## src/rtl/jtp_pkg.sv

```systemverilog
// constants and types of the boundary test port pin logic
// assumes a 125 MHz system clock that oversamples the test clock pin
//
// Overview of operation
// - test-port logic and shifting advance only on edges of the test clock; a low test reset acts without one.
// - mode select is sampled on each rising test clock edge to step the TAP.
// - data input is sampled on each rising edge into the selected register.
// - data output is driven only in the shift-IR and shift-DR states.
// - in every other state and during reset the data output is high impedance.
// - data output changes only on the falling test clock edge or under a low test reset.
// - a low test reset input resets the TAP controller.
// - a system reset alone leaves the TAP and instruction untouched; it only empties the buffer toward the core.
// - the test clock input carries an internal pull-down.
// - mode select, data input and test reset carry pull-ups that the
//      pull-resistor-disable bit switches off.
package jtp_pkg;

    // ************************************************************
    // instruction and data register layout
    // ************************************************************
    localparam int JTP_IR_W = 4;
    localparam logic [JTP_IR_W-1:0] JTP_IR_CAPTURE = 4'h1;
    localparam logic [JTP_IR_W-1:0] JTP_INST_IDCODE = 4'h2;
    localparam logic [JTP_IR_W-1:0] JTP_INST_DATA = 4'h8;
    localparam logic [JTP_IR_W-1:0] JTP_INST_BYPASS = 4'hf;
    localparam int JTP_DR_W = 32;
    localparam int JTP_DATA_W = 8;
    localparam int JTP_FIFO_DEPTH = 32;
    // arbitrary identification value, lsb set as the test port demands
    localparam logic [JTP_DR_W-1:0] JTP_IDCODE_DEFAULT = 32'h0000_0001;
    localparam logic [2:0] JTP_TMS_RESET_RUN = 3'h5;

    // ************************************************************
    // TAP controller states, one-hot
    // ************************************************************
    typedef enum logic [15:0] {
        JTP_TLR  = 16'h0001,
        JTP_RTI  = 16'h0002,
        JTP_SDS  = 16'h0004,
        JTP_CDR  = 16'h0008,
        JTP_SHDR = 16'h0010,
        JTP_E1DR = 16'h0020,
        JTP_PDR  = 16'h0040,
        JTP_E2DR = 16'h0080,
        JTP_UDR  = 16'h0100,
        JTP_SIS  = 16'h0200,
        JTP_CIR  = 16'h0400,
        JTP_SHIR = 16'h0800,
        JTP_E1IR = 16'h1000,
        JTP_PIR  = 16'h2000,
        JTP_E2IR = 16'h4000,
        JTP_UIR  = 16'h8000
    } jtp_tap_t;

endpackage : jtp_pkg

```

## src/rtl/jtp_fifo.sv

```systemverilog
// small fifo with a registered output stage
// assumes one clock and a synchronous active-low reset
`timescale 1ns/1ps
module jtp_fifo #(
    parameter int W = 8,
    parameter int D = 32
) (
    input wire logic sys_clk,
    input wire logic rstn,
    input wire logic [W-1:0] in_data,
    input wire logic in_valid,
    output logic in_ready,
    output logic [W-1:0] out_data,
    output logic out_valid,
    input wire logic out_ready
);
    localparam int AW = $clog2(D);

    // refuse depths the pointer logic cannot serve
    if (D < 2 || W < 1) begin : g_chk
        $error("jtp_fifo: depth must be at least 2");
    end

    typedef struct packed {
        logic [D-1:0][W-1:0] mem;
        logic [AW-1:0] wp;
        logic [AW-1:0] rp;
        logic [AW:0] cnt;
        logic [W-1:0] dout;
        logic dval;
    } jtp_fifo_state_t;

    jtp_fifo_state_t st_ff;
    jtp_fifo_state_t nxt_st;
    logic wr;
    logic load;

    // ************************************************************
    // pointer, count and output stage
    // ************************************************************
    assign in_ready = (st_ff.cnt != (AW+1)'(D));
    assign out_data = st_ff.dout;
    assign out_valid = st_ff.dval;
    assign wr = in_valid && in_ready;
    assign load = (st_ff.cnt != '0) && (!st_ff.dval || out_ready);

    // next state of the whole fifo
    always_comb begin
        nxt_st = st_ff;
        if (st_ff.dval && out_ready) begin
            nxt_st.dval = 1'b0;
        end
        if (load) begin
            nxt_st.dout = st_ff.mem[st_ff.rp];
            nxt_st.dval = 1'b1;
            nxt_st.rp = (st_ff.rp == AW'(D-1)) ? '0 : st_ff.rp + 1'b1;
        end
        if (wr) begin
            nxt_st.mem[st_ff.wp] = in_data;
            nxt_st.wp = (st_ff.wp == AW'(D-1)) ? '0 : st_ff.wp + 1'b1;
        end
        nxt_st.cnt = st_ff.cnt + {{AW{1'b0}}, wr} - {{AW{1'b0}}, load};
        if (!rstn) begin
            nxt_st.wp = '0;
            nxt_st.rp = '0;
            nxt_st.cnt = '0;
            nxt_st.dval = 1'b0;
        end
    end

    // state register
    always_ff @(posedge sys_clk) begin
        st_ff <= nxt_st;
    end

    a_fifo_count: assert property (@(posedge sys_clk) disable iff (!rstn)
        st_ff.cnt <= (AW+1)'(D))
        else $error("fifo count above depth");

endmodule : jtp_fifo

```

## src/rtl/jtp_port.sv

```systemverilog
// boundary test port: TAP controller, instruction and data registers
// assumes tck, tms, tdi and trst_n arrive asynchronously from a probe and
// that sys_clk runs at least eight times the test clock rate
`timescale 1ns/1ps
module jtp_port #(
    parameter logic [jtp_pkg::JTP_DR_W-1:0] IDCODE =
        jtp_pkg::JTP_IDCODE_DEFAULT,
    parameter int FIFO_DEPTH = jtp_pkg::JTP_FIFO_DEPTH
) (
    input wire logic sys_clk,
    input wire logic rstn,
    input wire logic tck,
    input wire logic tms,
    input wire logic tdi,
    input wire logic trst_n,
    output logic tdo_o,
    output logic tdo_oe,
    input wire logic pull_resistor_disable_jtag,
    output logic tck_pulldown_en,
    output logic tms_pullup_en,
    output logic tdi_pullup_en,
    output logic trst_pullup_en,
    output logic [jtp_pkg::JTP_DATA_W-1:0] rx_data,
    output logic rx_valid,
    input wire logic rx_ready
);
    localparam int IRW = jtp_pkg::JTP_IR_W;
    localparam int DRW = jtp_pkg::JTP_DR_W;
    localparam int DW = jtp_pkg::JTP_DATA_W;

    // refuse depths the buffer cannot serve
    if (FIFO_DEPTH < 2) begin : g_chk
        $error("jtp_port: fifo depth must be at least 2");
    end

    typedef struct packed {
        logic [2:0] tck_sh;
        logic [1:0] tms_sh;
        logic [1:0] tdi_sh;
        logic [1:0] trst_sh;
        jtp_pkg::jtp_tap_t tap;
        logic [IRW-1:0] ir_sr;
        logic [IRW-1:0] ir;
        logic [DRW-1:0] dr_sr;
        logic tdo;
        logic oe;
        logic push;
        logic [DW-1:0] push_data;
        logic [2:0] tms_run;
    } jtp_state_t;

    jtp_state_t st_ff;
    jtp_state_t nxt_st;
    logic tck_rise;
    logic tck_fall;
    logic tms_s;
    logic tdi_s;
    logic trst_s;
    logic push_ready;
    logic in_shift;

    // ************************************************************
    // TAP transition table
    // ************************************************************
    function automatic jtp_pkg::jtp_tap_t tap_next(
        input jtp_pkg::jtp_tap_t s,
        input logic m
    );
        unique case (s)
            jtp_pkg::JTP_TLR:
                tap_next = m ? jtp_pkg::JTP_TLR : jtp_pkg::JTP_RTI;
            jtp_pkg::JTP_RTI:
                tap_next = m ? jtp_pkg::JTP_SDS : jtp_pkg::JTP_RTI;
            jtp_pkg::JTP_SDS:
                tap_next = m ? jtp_pkg::JTP_SIS : jtp_pkg::JTP_CDR;
            jtp_pkg::JTP_CDR:
                tap_next = m ? jtp_pkg::JTP_E1DR : jtp_pkg::JTP_SHDR;
            jtp_pkg::JTP_SHDR:
                tap_next = m ? jtp_pkg::JTP_E1DR : jtp_pkg::JTP_SHDR;
            jtp_pkg::JTP_E1DR:
                tap_next = m ? jtp_pkg::JTP_UDR : jtp_pkg::JTP_PDR;
            jtp_pkg::JTP_PDR:
                tap_next = m ? jtp_pkg::JTP_E2DR : jtp_pkg::JTP_PDR;
            jtp_pkg::JTP_E2DR:
                tap_next = m ? jtp_pkg::JTP_UDR : jtp_pkg::JTP_SHDR;
            jtp_pkg::JTP_UDR:
                tap_next = m ? jtp_pkg::JTP_SDS : jtp_pkg::JTP_RTI;
            jtp_pkg::JTP_SIS:
                tap_next = m ? jtp_pkg::JTP_TLR : jtp_pkg::JTP_CIR;
            jtp_pkg::JTP_CIR:
                tap_next = m ? jtp_pkg::JTP_E1IR : jtp_pkg::JTP_SHIR;
            jtp_pkg::JTP_SHIR:
                tap_next = m ? jtp_pkg::JTP_E1IR : jtp_pkg::JTP_SHIR;
            jtp_pkg::JTP_E1IR:
                tap_next = m ? jtp_pkg::JTP_UIR : jtp_pkg::JTP_PIR;
            jtp_pkg::JTP_PIR:
                tap_next = m ? jtp_pkg::JTP_E2IR : jtp_pkg::JTP_PIR;
            jtp_pkg::JTP_E2IR:
                tap_next = m ? jtp_pkg::JTP_UIR : jtp_pkg::JTP_SHIR;
            jtp_pkg::JTP_UIR:
                tap_next = m ? jtp_pkg::JTP_SDS : jtp_pkg::JTP_RTI;
            default: tap_next = jtp_pkg::JTP_TLR; // illegal code
        endcase
    endfunction : tap_next

    // ************************************************************
    // sampled pins and edge detection
    // ************************************************************
    assign tck_rise = st_ff.tck_sh[1] && !st_ff.tck_sh[2];
    assign tck_fall = !st_ff.tck_sh[1] && st_ff.tck_sh[2];
    assign tms_s = st_ff.tms_sh[1];
    assign tdi_s = st_ff.tdi_sh[1];
    assign trst_s = st_ff.trst_sh[1];
    assign in_shift = (st_ff.tap == jtp_pkg::JTP_SHIR) ||
                      (st_ff.tap == jtp_pkg::JTP_SHDR);

    // pad pulls and the serial output
    assign tck_pulldown_en = 1'b1;
    assign tms_pullup_en = !pull_resistor_disable_jtag;
    assign tdi_pullup_en = !pull_resistor_disable_jtag;
    assign trst_pullup_en = !pull_resistor_disable_jtag;
    assign tdo_o = st_ff.tdo;
    assign tdo_oe = st_ff.oe;

    // ************************************************************
    // next state of the port
    // ************************************************************
    always_comb begin
        nxt_st = st_ff;
        nxt_st.tck_sh = {st_ff.tck_sh[1:0], tck};
        nxt_st.tms_sh = {st_ff.tms_sh[0], tms};
        nxt_st.tdi_sh = {st_ff.tdi_sh[0], tdi};
        nxt_st.trst_sh = {st_ff.trst_sh[0], trst_n};
        nxt_st.push = 1'b0;
        // work only on a test clock rise
        if (tck_rise) begin
            nxt_st.tap = tap_next(st_ff.tap, tms_s);
            if (!tms_s) begin
                nxt_st.tms_run = '0;
            end else if (st_ff.tms_run != jtp_pkg::JTP_TMS_RESET_RUN) begin
                nxt_st.tms_run = st_ff.tms_run + 3'h1;
            end
            unique case (st_ff.tap)
                jtp_pkg::JTP_TLR: nxt_st.ir = jtp_pkg::JTP_INST_IDCODE;
                jtp_pkg::JTP_CIR: nxt_st.ir_sr = jtp_pkg::JTP_IR_CAPTURE;
                jtp_pkg::JTP_SHIR: begin
                    nxt_st.ir_sr = {tdi_s, st_ff.ir_sr[IRW-1:1]};
                end
                jtp_pkg::JTP_UIR: nxt_st.ir = st_ff.ir_sr;
                jtp_pkg::JTP_CDR: begin
                    if (st_ff.ir == jtp_pkg::JTP_INST_IDCODE) begin
                        nxt_st.dr_sr = IDCODE;
                    end else if (st_ff.ir == jtp_pkg::JTP_INST_DATA) begin
                        nxt_st.dr_sr = {{(DRW-1){1'b0}}, push_ready};
                    end else begin
                        nxt_st.dr_sr = '0;
                    end
                end
                jtp_pkg::JTP_SHDR: begin
                    // shift length follows the instruction
                    if (st_ff.ir == jtp_pkg::JTP_INST_IDCODE) begin
                        nxt_st.dr_sr = {tdi_s, st_ff.dr_sr[DRW-1:1]};
                    end else if (st_ff.ir == jtp_pkg::JTP_INST_DATA) begin
                        nxt_st.dr_sr = {{(DRW-DW){1'b0}}, tdi_s,
                                        st_ff.dr_sr[DW-1:1]};
                    end else begin
                        nxt_st.dr_sr = {{(DRW-1){1'b0}}, tdi_s};
                    end
                end
                jtp_pkg::JTP_UDR: begin
                    // word handed to the core; dropped if the buffer is full
                    if (st_ff.ir == jtp_pkg::JTP_INST_DATA && push_ready) begin
                        nxt_st.push = 1'b1;
                        nxt_st.push_data = st_ff.dr_sr[DW-1:0];
                    end
                end
                default: ;
            endcase
        end
        // output changes only on the fall or under a low test reset
        if (tck_fall) begin
            nxt_st.oe = in_shift;
            nxt_st.tdo = (st_ff.tap == jtp_pkg::JTP_SHIR) ?
                         st_ff.ir_sr[0] : st_ff.dr_sr[0];
        end
        // test reset hits only the TAP side
        if (!trst_s) begin
            nxt_st.tap = jtp_pkg::JTP_TLR;
            nxt_st.ir = jtp_pkg::JTP_INST_IDCODE;
            nxt_st.oe = 1'b0;
            nxt_st.tdo = 1'b0;
            nxt_st.tms_run = '0;
            // shift registers cleared so no unknown survives into a scan
            nxt_st.ir_sr = '0;
            nxt_st.dr_sr = '0;
        end
        // system reset clears only the core handoff, not the TAP
        if (!rstn) begin
            nxt_st.push = 1'b0;
        end
    end

    // state register
    always_ff @(posedge sys_clk) begin
        st_ff <= nxt_st;
    end

    // ************************************************************
    // buffer toward the core
    // ************************************************************
    jtp_fifo #(
        .W(DW),
        .D(FIFO_DEPTH)
    ) u_fifo (
        .sys_clk(sys_clk),
        .rstn(rstn),
        .in_data(st_ff.push_data),
        .in_valid(st_ff.push),
        .in_ready(push_ready),
        .out_data(rx_data),
        .out_valid(rx_valid),
        .out_ready(rx_ready)
    );

    // ************************************************************
    // checks
    // ************************************************************
    a_oe_in_shift: assert property (@(posedge sys_clk)
        disable iff (!rstn) tck_fall && trst_s && in_shift |=> tdo_oe)
        else $error("tdo not driven in shift state");

    a_hiz_outside: assert property (@(posedge sys_clk)
        disable iff (!rstn) tck_fall && !in_shift |=> !tdo_oe)
        else $error("tdo driven outside shift state");

    a_tdo_on_fall: assert property (@(posedge sys_clk)
        disable iff (!rstn)
        !tck_fall && trst_s |=> $stable(tdo_o) && $stable(tdo_oe))
        else $error("tdo changed away from falling edge");

    a_trst_reset: assert property (@(posedge sys_clk) disable iff (!rstn)
        !trst_s |=> st_ff.tap == jtp_pkg::JTP_TLR && !tdo_oe)
        else $error("test reset did not reset tap");

    a_tap_hold: assert property (@(posedge sys_clk) disable iff (!rstn)
        !tck_rise && trst_s |=> $stable(st_ff.tap) && $stable(st_ff.dr_sr))
        else $error("tap moved without test clock rise");

    a_tms_step: assert property (@(posedge sys_clk) disable iff (!rstn)
        tck_rise && trst_s && st_ff.tap == jtp_pkg::JTP_RTI && tms_s
        |=> st_ff.tap == jtp_pkg::JTP_SDS)
        else $error("tms high in idle did not select dr scan");

    a_ir_shift_in: assert property (@(posedge sys_clk)
        disable iff (!rstn)
        tck_rise && trst_s && st_ff.tap == jtp_pkg::JTP_SHIR
        |=> st_ff.ir_sr[IRW-1] == $past(tdi_s))
        else $error("tdi not shifted into instruction register");

    a_five_tms: assert property (@(posedge sys_clk) disable iff (!rstn)
        tck_rise && tms_s &&
        st_ff.tms_run == jtp_pkg::JTP_TMS_RESET_RUN - 3'h1
        |=> st_ff.tap == jtp_pkg::JTP_TLR)
        else $error("five tms highs did not reach test logic reset");

    a_pull_ctrl: assert property (@(posedge sys_clk) disable iff (!rstn)
        tms_pullup_en != pull_resistor_disable_jtag && tck_pulldown_en)
        else $error("pull control wrong");

    a_push_ready: assert property (@(posedge sys_clk) disable iff (!rstn)
        st_ff.push |-> push_ready)
        else $error("push into full buffer");

endmodule : jtp_port

```

## config.mk

```make
export PLATFORM = sky130hd
export DESIGN_NAME = jtp_port
export DESIGN_NICKNAME = d
export VERILOG_FILES = /design/src/rtl/jtp_pkg.sv /design/src/rtl/jtp_fifo.sv /design/src/rtl/jtp_port.sv
export SDC_FILE = /design/constraint.sdc
export NUM_CORES = 1
export LEC_CHECK = 0
export ABC_AREA = 1
export BUFFER_PORTS_ARGS = -buffer_cell sky130_fd_sc_hd__buf_2
export CAP_MARGIN = 10
export CELL_PAD_IN_SITES_DETAIL_PLACEMENT = 0
export CELL_PAD_IN_SITES_GLOBAL_PLACEMENT = 2
export CORE_ASPECT_RATIO = 2
export CORE_MARGIN = 5
export CORE_UTILIZATION = 42
export CTS_CLUSTER_DIAMETER = 200
export DETAILED_ROUTE_END_ITERATION = 6
export GPL_TIMING_DRIVEN = 0
export HOLD_SLACK_MARGIN = 0.06
export PLACE_DENSITY_LB_ADDON = 0.1
export SLEW_MARGIN = 40
export SYNTH_ARGS = -nofsm -noshare
export SYNTH_HDL_FRONTEND = slang
export SYNTH_SLANG_ARGS = --single-unit
```

## constraint.sdc

```tcl
create_clock -name sys_clk -period 2.7 [get_ports sys_clk]
set_input_delay 0.27 -clock sys_clk [delete_from_list [all_inputs] [get_ports sys_clk]]
set_output_delay 0.27 -clock sys_clk [all_outputs]
set_load 0.05 [all_outputs]
```

==> qor.txt, run 1 <==
Setup crit start kind = register
Routed WL per cell = 22.2 µm
initial antenna violation count = 0
Die Area = 0.0394 mm²
RR Startpoint = u_fifo.st_ff[12]
critical path fanouts, max = 8
CP endpoint kind = register
EDFF count, synth = 272
DR vias = 10.3k
met2 Usage GRT = 43.7%
most area-hungry cell type in the Yosys netlist = edfxtp_1
Diodes inserted = 0
cts bufs inserted = 31
#FFs+latches synth = 357
Final setup viols = 0
Worst EP arrival = 2.85 ns
cell count after synthesis = 1415
P_leak = 6.39 nW
area share of the largest cell type after synthesis = 55.0%
Mapped Avg Cell Area = 10.5 µm²
final net count = 1522
Max-slew headroom = 42.4%
largest net degree at the start of global routing = 18
YS warnings = 0
hold crit path type = in -> reg
Finished Cell Area = 0.0169 mm²
met3 Track Usage GR = 2.52%
Worst-path clk slew = 0.07 ns
gr ovfl total = 0
Placed Area = 0.0157 mm²
dpl hpwl = 32400 µm
max capacitance violation total = 0
Primary FF master, synth = edfxtp_1
Post-synth ARST share = 0%
Netlist Area Pre-Place = 0.0148 mm²
post-synthesis sequential area ratio = 66.5%
Placement Setup Slack = -0.346 ns
port bufs = 21
GR Util All Layers = 22.5%
Top Usage Layer GRT = met2
status = completed
worst slew pin tran = 0.865 ns
CTS root buf = clkbuf_16
Final period util = 97.2%
peak supply drop = 0.000694 V
Top-Level Pins = 23
CP Data Required Time = 2.93 ns
DRT Pass-1 Iters = 6
Worst Skew = 0.00975 ns
Die Y = 276 µm
Synth cell types = 40
pins over their slew limit = 0
met1 Use GR = 22.5%
Synth area leaders = edfxtp_1 55%, dfxtp_1 11%, nor2_1 5.9%, nand2_1 5.6%, o21ai_0 3.8%
pwr dens = 844 mW/mm²
Clock Latency Late Sink = 0.59 ns
Final Critical Period = 2.62 ns
CTS tree = yes
Post-DRT Antenna Nets = 0
Max Fclk = 381 MHz
Filler Cell Count = 3299
clock buffer depth = 3
global-route wire length before repair = 64600 µm
initial core utilization = 42.5%
# DRC = 0
layout cells sized above 1 = 12.4%
Setup crit start = u_fifo.st_ff[12]
htree depth = 1
critical path type = reg -> reg
DRT iter0 DRCs = 534
vias in the first global route = 10.4k
endpoints failing hold = 0
RSZ-0062 raised after global routing = yes
Die X = 143 µm
hold_sp = rx_ready
Sink Count = 357
Final WS setup = 0.0752 ns
GPL Wtd Cong = 0.885
core area = 0.0350 mm²
Rows = 97
syn nets = 1440
Layout Area Growth over Synthesis = 14.1%
Via density = 5.23
aggregate routed wire length = 43700 µm
-- critical path, cell delays in order, from the launching register on --
cell	delay, ns
dfxtp_1	0.36
inv_1	0.07
ha_2	0.19
nand4_1	0.19
nand2_1	0.21
inv_2	0.17
nand2_1	0.45
nor2_2	0.62
-- worst paths after layout --
| check | slack, ns | cells past startpoint | endpoint |
|---|---|---|---|
| worst max register to register | 0.08 | 7 | u_fifo.st_ff[33] |
| worst min-delay path | 0.11 | 4 | u_fifo.out_valid |
| worst min register to register | 0.33 | 0 | st_ff[75] |
| worst max-delay path | 0.08 | 7 | u_fifo.st_ff[33] |
-- synthesized netlist by cell type (2+ instances only) --
master and count:
a21oi_1 51, nor2_1 234, buf_2 17, dfxtp_1 85, inv_1 95, clkbuf_1 38, or2_1 2, edfxtp_1 272
nand3b_1 7, nor2_2 5, clkinv_1 6, inv_2 5, nand3_2 2, nand2_1 222, and3_1 26, nor3_1 5
xor2_1 2, o211ai_1 33, nand4_1 8, nand2_2 3, buf_6 2, buf_1 3, o21ai_0 112, o22ai_1 16
nor2_4 2, o21ai_1 62, ha_1 16, buf_4 17, nand3_1 56
-- stage by stage --
| stage | total power, mW | hold WS, ns | utilization (%) | setup TNS (ns) | cells |
|---|---|---|---|---|---|
| floorplan | 8.51 | 0.298 | - | 0 | 1415 |
| global placement | 10.0 | 0.314 | 44.4 | -15.59 | 1881 |
| detailed placement | 10.1 | 0.315 | 45.0 | -15.40 | 1898 |
| CTS | 14.4 | 0.0728 | 48.1 | -11.33 | 1961 |
| global route | 14.9 | 0.102 | 48.5 | -0.0519 | 1966 |
| finish | 14.3 | 0.107 | 48.5 | 0 | 1966 |
-- flip-flops by register name, summed over array words and instances, names as in the netlist --
signal            count
tdo_o                 1
u_fifo.out_valid      1
nxt_st                5
u_fifo.out_data       8
u_fifo.st_ff        272
tdo_oe                1
st_ff                69
-- cells in the final DEF (no fill, tap or decap), types with 15 or more instances in the layout --
cell       netlist  routed
o21ai_0        112     112
a21oi_1         51      51
ha_1            16      15
edfxtp_1       272     272
nand3_1         56      56
clkbuf_1        38      44
buf_4           17      22
clkbuf_16        0      31
and3_1          26      26
nor2_2           5      31
nor2_1         234     202
inv_1           95      93
buf_6            2      15
o22ai_1         16      16
o21ai_1         62      62
o211ai_1        33      33
dfxtp_1         85      85
buf_2           17      38
nand2_1        222     221
-- layer usage --
| layer | share of wire, % | routed length [µm] | vias up |
|---|---|---|---|
| met4 | 6.7 | 2910 | 0 |
| li1 | - | - | 5016 |
| met1 | 34 | 14700 | 4931 |
| met5 | 0 | 0 | - |
| met3 | 3.6 | 1590 | 109 |
| met2 | 56 | 24400 | 224 |
-- cell type report --
class	instances	area [µm²]	share of cell area [%]
timing repair buffer	49	419	2.47
tap	445	557	3.29
clock buffer	40	840	4.95
multi-input combinational	874	4320	25.5
sequential	357	9870	58.2
buffer	77	389	2.30
inverter	107	410	2.42
clock inverter	17	139	0.820
-- what timing repair did --
action / 4_1_cts / 5_1_grt
endpoints found under the setup margin: 244 / 265
buffers inserted: 1 / 5
pin swaps: 0 / 1
hold buffers: 5 / 0
gates resized for setup: 20 / 25
endpoints found under the hold margin: 7 / 0
-- report_power, final --
group	switching [mW]	internal [mW]
logic	2.82	1.05
clock network	2.04	2.31
registers	0.0592	6.01
total	4.93	9.37
-- logic make-up (layout without fill, tap and decap cells) --
logic type	Yosys count	count (layout)	synth area share (%)
XOR/XNOR	2	2	0.118
buffers and inverters	184	290	5.33
AND/OR/NAND/NOR	578	578	16.5
flip-flops	357	357	66.5
adder cells (fa/ha/maj)	17	17	1.48
other	1	1	0.0253
AO/OA/AOI/OAI	276	276	10.0
Note: power is estimated with default switching activity, not from simulation.
==> inputs of run 2 (changes only) <==
Settings changed: CORE_UTILIZATION 42 to 44, CTS_BUF_LIST set to sky130_fd_sc_hd__clkbuf_4 sky130_fd_sc_hd__clkbuf_8.
==> run 2 against run 1 <==
  * Cell area grew 0.18%
  * Clock skew grew 0.0097 ns
  * Combinational power is essentially flat
  * Non-clock buffer count shrank 3
  * Die area shrank 4.3%
  * Largest cell class unchanged
  * Fmax grew 6.0%
  * Largest power group unchanged
==> qor.txt, run 2 (synthesis gave the netlist of run 1 again) <==
fin cells = 1980
vias in the first global route = 10.6k
dpl hpwl = 32300 µm
Design Power = 14.3 mW
Final TNS setup = 0 ns
delay-heaviest family, CP = adder cells
endpoints failing hold = 0
GPL Wtd Cong = 0.920
CTS root buf = clkbuf_8
Worst-path clk slew = 0.07 ns
critical path fanouts, max = 3
P_leak = 6.40 nW
Placed Cells = 1888
CTS tree = yes
Layout Area Growth over Synthesis = 14.3%
Final Util = 50.6%
worst path buffer plus inverter count = 4
Crit path depth = 15
cts bufs inserted = 49
pins over their slew limit = 0
Clock Latency Late Sink = 0.60 ns
aggregate routed wire length = 44200 µm
Die X = 140 µm
pwr dens = 840 mW/mm²
peak supply drop = 0.000496 V
commonest cells after routing, fill and taps aside = 272 x edfxtp_1, 218 x nand2_1, 202 x nor2_1
Hold WS = 0.319 ns
final net count = 1537
core area = 0.0335 mm²
status = completed
DR vias = 10.4k
Placement Setup Slack = -0.507 ns
largest net degree at the start of global routing = 17
Worst Skew = 0.0195 ns
CP max stage cell = fa_2
CP endpoint = u_fifo.st_ff[13]
most used cell, CP = inv_1
Rows = 95
Final setup viols = 0
RSZ-0062 raised after global routing = no
Die Y = 270 µm
Routed WL per cell = 22.3 µm
Via density = 5.27
Final period util = 91.7%
CP Cell Sequence = inv_1, ha_2, nand4_1, nand2_4, clkinvlp_4, ha_1, inv_1, ha_1, inv_1, fa_2, nor2_1, o21ai_0, nand2_1, o21ai_0, a21oi_1
R2R Setup Slk = 0.22 ns
Max-slew headroom = 47.1%
htree depth = 2
Final Critical Period = 2.48 ns
initial core utilization = 44.3%
global-route wire length before repair = 65300 µm
Reg2Reg Depth = 15
CP Data Required Time = 3.22 ns
Top-Level Pins = 23
clock buffer depth = 3
Reg with most FFs = u_fifo.st_ff
gr ovfl total = 0
Sink Count = 357
Setup crit start = u_fifo.st_ff[12]
Post-DRT Antenna Nets = 0
hold crit path type = in -> reg
GR Util All Layers = 23.3%
Filler Cell Count = 3160
RR Startpoint = u_fifo.st_ff[12]
Placed Area = 0.0157 mm²
Worst EP arrival = 2.99 ns
Finished Cell Area = 0.0170 mm²
Max Fclk = 404 MHz
worst flop-to-flop path endpoint = u_fifo.st_ff[13]
max capacitance violation total = 0
CP endpoint kind = register
Max stage delay on crit path = 0.34 ns
critical path type = reg -> reg
layout cells sized above 1 = 14.1%
max reg flops = 272
Setup crit start kind = register
Final WS setup = 0.224 ns
port bufs = 21
DRT iter0 DRCs = 653
commonest non-fill, non-tap cell in the layout = edfxtp_1
initial antenna violation count = 1
DRT Pass-1 Iters = 5
Die Area = 0.0377 mm²
worst slew pin tran = 0.794 ns
# DRC = 0
==> run 2: cell count changes in the layout (fill, tap and decap cells not counted), moves of 6 or more <==
cell	before	now
clkbuf_4	0	13
nor2_4	8	23
nor2_2	31	16
clkbuf_8	3	53
clkbuf_1	44	38
clkbuf_16	31	0
==> run 2: what timing repair did <==
action / in CTS / in global routing
hold buffers: 6 / 0
hold endpoints to repair: 9 / 0
pin swaps: 0 / 2
buffers inserted: 1 / 2
endpoints found under the setup margin: 261 / 137
gates resized for setup: 35 / 22
gates cloned: 0 / 0
==> run 2: worst min path at each step <==
| stage | startpoint | to | slack, ns | cells after the start |
|---|---|---|---|---|
| after floorplan | trst_n | nxt_st[71] | 0.30 | 0 |
| after detailed placement | nxt_st[73] | st_ff[73] | 0.31 | 0 |
| after global placement | nxt_st[73] | st_ff[73] | 0.31 | 0 |
| after global routing | tck | nxt_st[77] | 0.32 | 2 |
| after CTS | tms | nxt_st[75] | 0.27 | 2 |
| final | tdi | nxt_st[73] | 0.32 | 2 |
==> run 2: power by group <==
part           total [mW]  internal [mW]  leakage [nW]  switching (mW)
Sequential           6.08           6.02          3.32          0.0591
Clock                4.30           2.27         0.508            2.02
Combinational        3.88           1.05          2.57            2.83
==> run 2: layout make-up <==
type | instances | area [µm²] | share of cell area, %
inverter | 107 | 408 | 2.40
clock inverter | 16 | 163 | 0.958
timing repair buffer | 46 | 368 | 2.17
tap | 436 | 546 | 3.21
sequential | 357 | 9870 | 58.1
multi-input combinational | 874 | 4400 | 25.9
antenna | 1 | 2.50 | 0.0147
buffer | 77 | 389 | 2.29
clock buffer | 66 | 827 | 4.87
==> run 2: metal layers <==
| metal | up-vias | share of wire [%] | global-route usage [%] |
|---|---|---|---|
| met1 | 5002 | 33 | 22.5 |
| met5 | - | 0 | 0 |
| li1 | 5048 | - | - |
| met2 | 264 | 56 | 45.6 |
| met3 | 126 | 3.4 | 3.07 |
| met4 | 0 | 6.9 | 13.7 |
==> run 2: worst reg2reg max path: stages (launching register included) <==
cell        delay (ns)
dfxtp_1           0.32
inv_1             0.08
ha_2              0.18
nand4_1           0.13
nand2_4           0.15
clkinvlp_4        0.14
ha_1              0.31
inv_1             0.05
ha_1              0.17
inv_1             0.06
fa_2              0.34
nor2_1            0.10
o21ai_0           0.08
nand2_1           0.09
o21ai_0           0.08
a21oi_1           0.14
==> inputs of run 3 (changes only) <==
Settings changed: CELL_PAD_IN_SITES_DETAIL_PLACEMENT 0 to unset, CELL_PAD_IN_SITES_GLOBAL_PLACEMENT 2 to unset, CORE_UTILIZATION 44 to 55, CTS_BUF_LIST sky130_fd_sc_hd__clkbuf_4 sky130_fd_sc_hd__clkbuf_8 to unset, CTS_CLUSTER_DIAMETER 200 to 120, PLACE_DENSITY set to 0.71, PLACE_DENSITY_LB_ADDON 0.1 to unset.
==> run 3 against run 2 <==
  * Power fell by 1.2%
  * Sequential power barely moved
  * Critical path depth fell by 8
  * Worst hold slack improved by 0.012 ns
  * Core utilization rose by 12 points
  * Clock skew fell by 0.0014 ns
  * Via count rose by 1.1%
  * Sequential share of layout area rose by 1.0 points
  * Cell area fell by 1.7%
  * Critical path type unchanged
  * Critical endpoint is now u_fifo.st_ff[191]
  * Largest cell class unchanged
  * Highest routed layer unchanged
==> qor.txt, run 3 (synthesis gave the netlist of run 1 again) <==
Worst Skew = 0.0181 ns
gr ovfl total = 0
pwr dens = 844 mW/mm²
clock buffer depth = 3
initial antenna violation count = 0
Sink Count = 357
initial core utilization = 55.4%
Finished Cell Area = 0.0167 mm²
CTS tree = yes
WL met1 = 12900 µm
CP endpoint kind = register
critical path type = reg -> reg
global-route wire length before repair = 59700 µm
hold crit path type = reg -> reg
Layout Area Growth over Synthesis = 12.3%
Die Y = 242 µm
vias in the first global route = 10.7k
Routed WL per cell = 21.1 µm
critical path fanouts, max = 8
Placed Area = 0.0156 mm²
max reg flops = 272
RSZ-0062 raised after global routing = yes
Reg with most FFs = u_fifo.st_ff
Final Util = 62.2%
P_leak = 6.33 nW
CP Data Required Time = 2.90 ns
Hold WS = 0.331 ns
cts bufs inserted = 29
Final WS setup = 0.0133 ns
CP max stage cell = nor2_2
Filler Cell Count = 2205
Post-DRT Antenna Nets = 0
peak supply drop = 0.000590 V
max capacitance violation total = 0
layout cells sized above 1 = 11.1%
GPL Wtd Cong = 1.02
Max stage delay on crit path = 0.65 ns
CTS root buf = clkbuf_16
Diodes inserted = 0
Top-Level Pins = 23
endpoints failing hold = 0
Final Critical Period = 2.69 ns
Final setup viols = 0
Die Area = 0.0306 mm²
Setup crit start kind = register
dpl hpwl = 28200 µm
aggregate routed wire length = 39100 µm
htree depth = 1
uppermost layer routed = met4
commonest non-fill, non-tap cell in the layout = edfxtp_1
Worst EP arrival = 2.89 ns
Final period util = 99.5%
DR vias = 10.6k
DRT iter0 DRCs = 989
pins over their slew limit = 0
Design Power = 14.1 mW
Rows = 85
core area = 0.0268 mm²
WL met3 = 2240 µm
GR Util All Layers = 25.5%
Via density = 5.68
met2 wire len = 21600 µm
# DRC = 0
CP Cell Sequence = inv_1, ha_1, nand4_1, nand2_1, inv_1, nand2_1, nor2_2
worst slew pin tran = 0.819 ns
Reg2Reg Depth = 7
Placement Setup Slack = -0.513 ns
commonest cells after routing, fill and taps aside = 272 x edfxtp_1, 221 x nand2_1, 206 x nor2_1
Clock Latency Late Sink = 0.57 ns
hold depth = 0
Die X = 126 µm
Max-slew headroom = 45.2%
final net count = 1513
DRT Pass-1 Iters = 5
status = completed
port bufs = 21
Worst-path clk slew = 0.07 ns
Max Fclk = 372 MHz
largest net degree at the start of global routing = 20
run 3: cell count changes in the layout (fill, tap and decap cells not counted), sizes merged:
| cell | delta |
|---|---|
| buf | -4 |
| bufinv | -1 |
| clkbuf | -27 |
| clkinv | +2 |
| clkinvlp | -3 |
| diode | -1 |
| inv | +1 |
run 3: metal layers:
| layer | up-vias | track usage (%) |
|---|---|---|
| met2 | 381 | 48.7 |
| met5 | - | 0 |
| met1 | 5082 | 26.4 |
| met3 | 103 | 2.58 |
| met4 | 0 | 14.8 |
| li1 | 4987 | - |
run 3: worst paths after layout:
check | from | to | slack (ns)
hold reg to reg | nxt_st[71] | st_ff[71] | 0.33
hold / removal | nxt_st[71] | st_ff[71] | 0.33
setup reg to reg | u_fifo.st_ff[12] | u_fifo.st_ff[191] | 0.01
setup / recovery | u_fifo.st_ff[12] | u_fifo.st_ff[191] | 0.01
run 3: area by class of cell:
| type | instances | area, µm² | area share (%) |
|---|---|---|---|
| inverters | 107 | 407 | 2.44 |
| multi-input cells | 874 | 4290 | 25.7 |
| clock buffers | 39 | 835 | 5.00 |
| repair buffers | 42 | 338 | 2.03 |
| flip-flops and latches | 357 | 9870 | 59.2 |
| well taps | 348 | 435 | 2.61 |
| plain buffers | 77 | 389 | 2.33 |
| clock inverters | 15 | 124 | 0.743 |
run 3: per-stage QoR:
| stage | TNS [ns] | instances |
|---|---|---|
| 5_1_grt | -8.68 | 1859 |
| 4_1_cts | -0.226 | 1859 |
| 3_5_place_dp | -2.58 | 1798 |
| 3_3_place_gp | -2.01 | 1784 |
| 2_1_floorplan | 0 | 1415 |
| 6_report | 0 | 1859 |
run 3: repair_timing:
item / in CTS / in global routing
hold buffers: 6 / 0
hold endpoints to repair: 6 / 0
pin swaps: 0 / 0
endpoints found under the setup margin: 39 / 143
gates resized for setup: 6 / 16
setup buffers: 1 / 0
run 3: power breakdown:
part,switching [mW],total (mW),internal (mW)
Sequential,0.0657,6.08,6.01
Clock,1.93,4.29,2.36
Combinational,2.68,3.72,1.03
Total,4.68,14.1,9.40
run 3: critical path: cells and delay by family, from the launching register on:
kind / cells / cell delay [ns]
simple gates: 4 / 1.48
flops: 1 / 0.35
buf+inv: 2 / 0.30
fa+ha+maj: 1 / 0.21
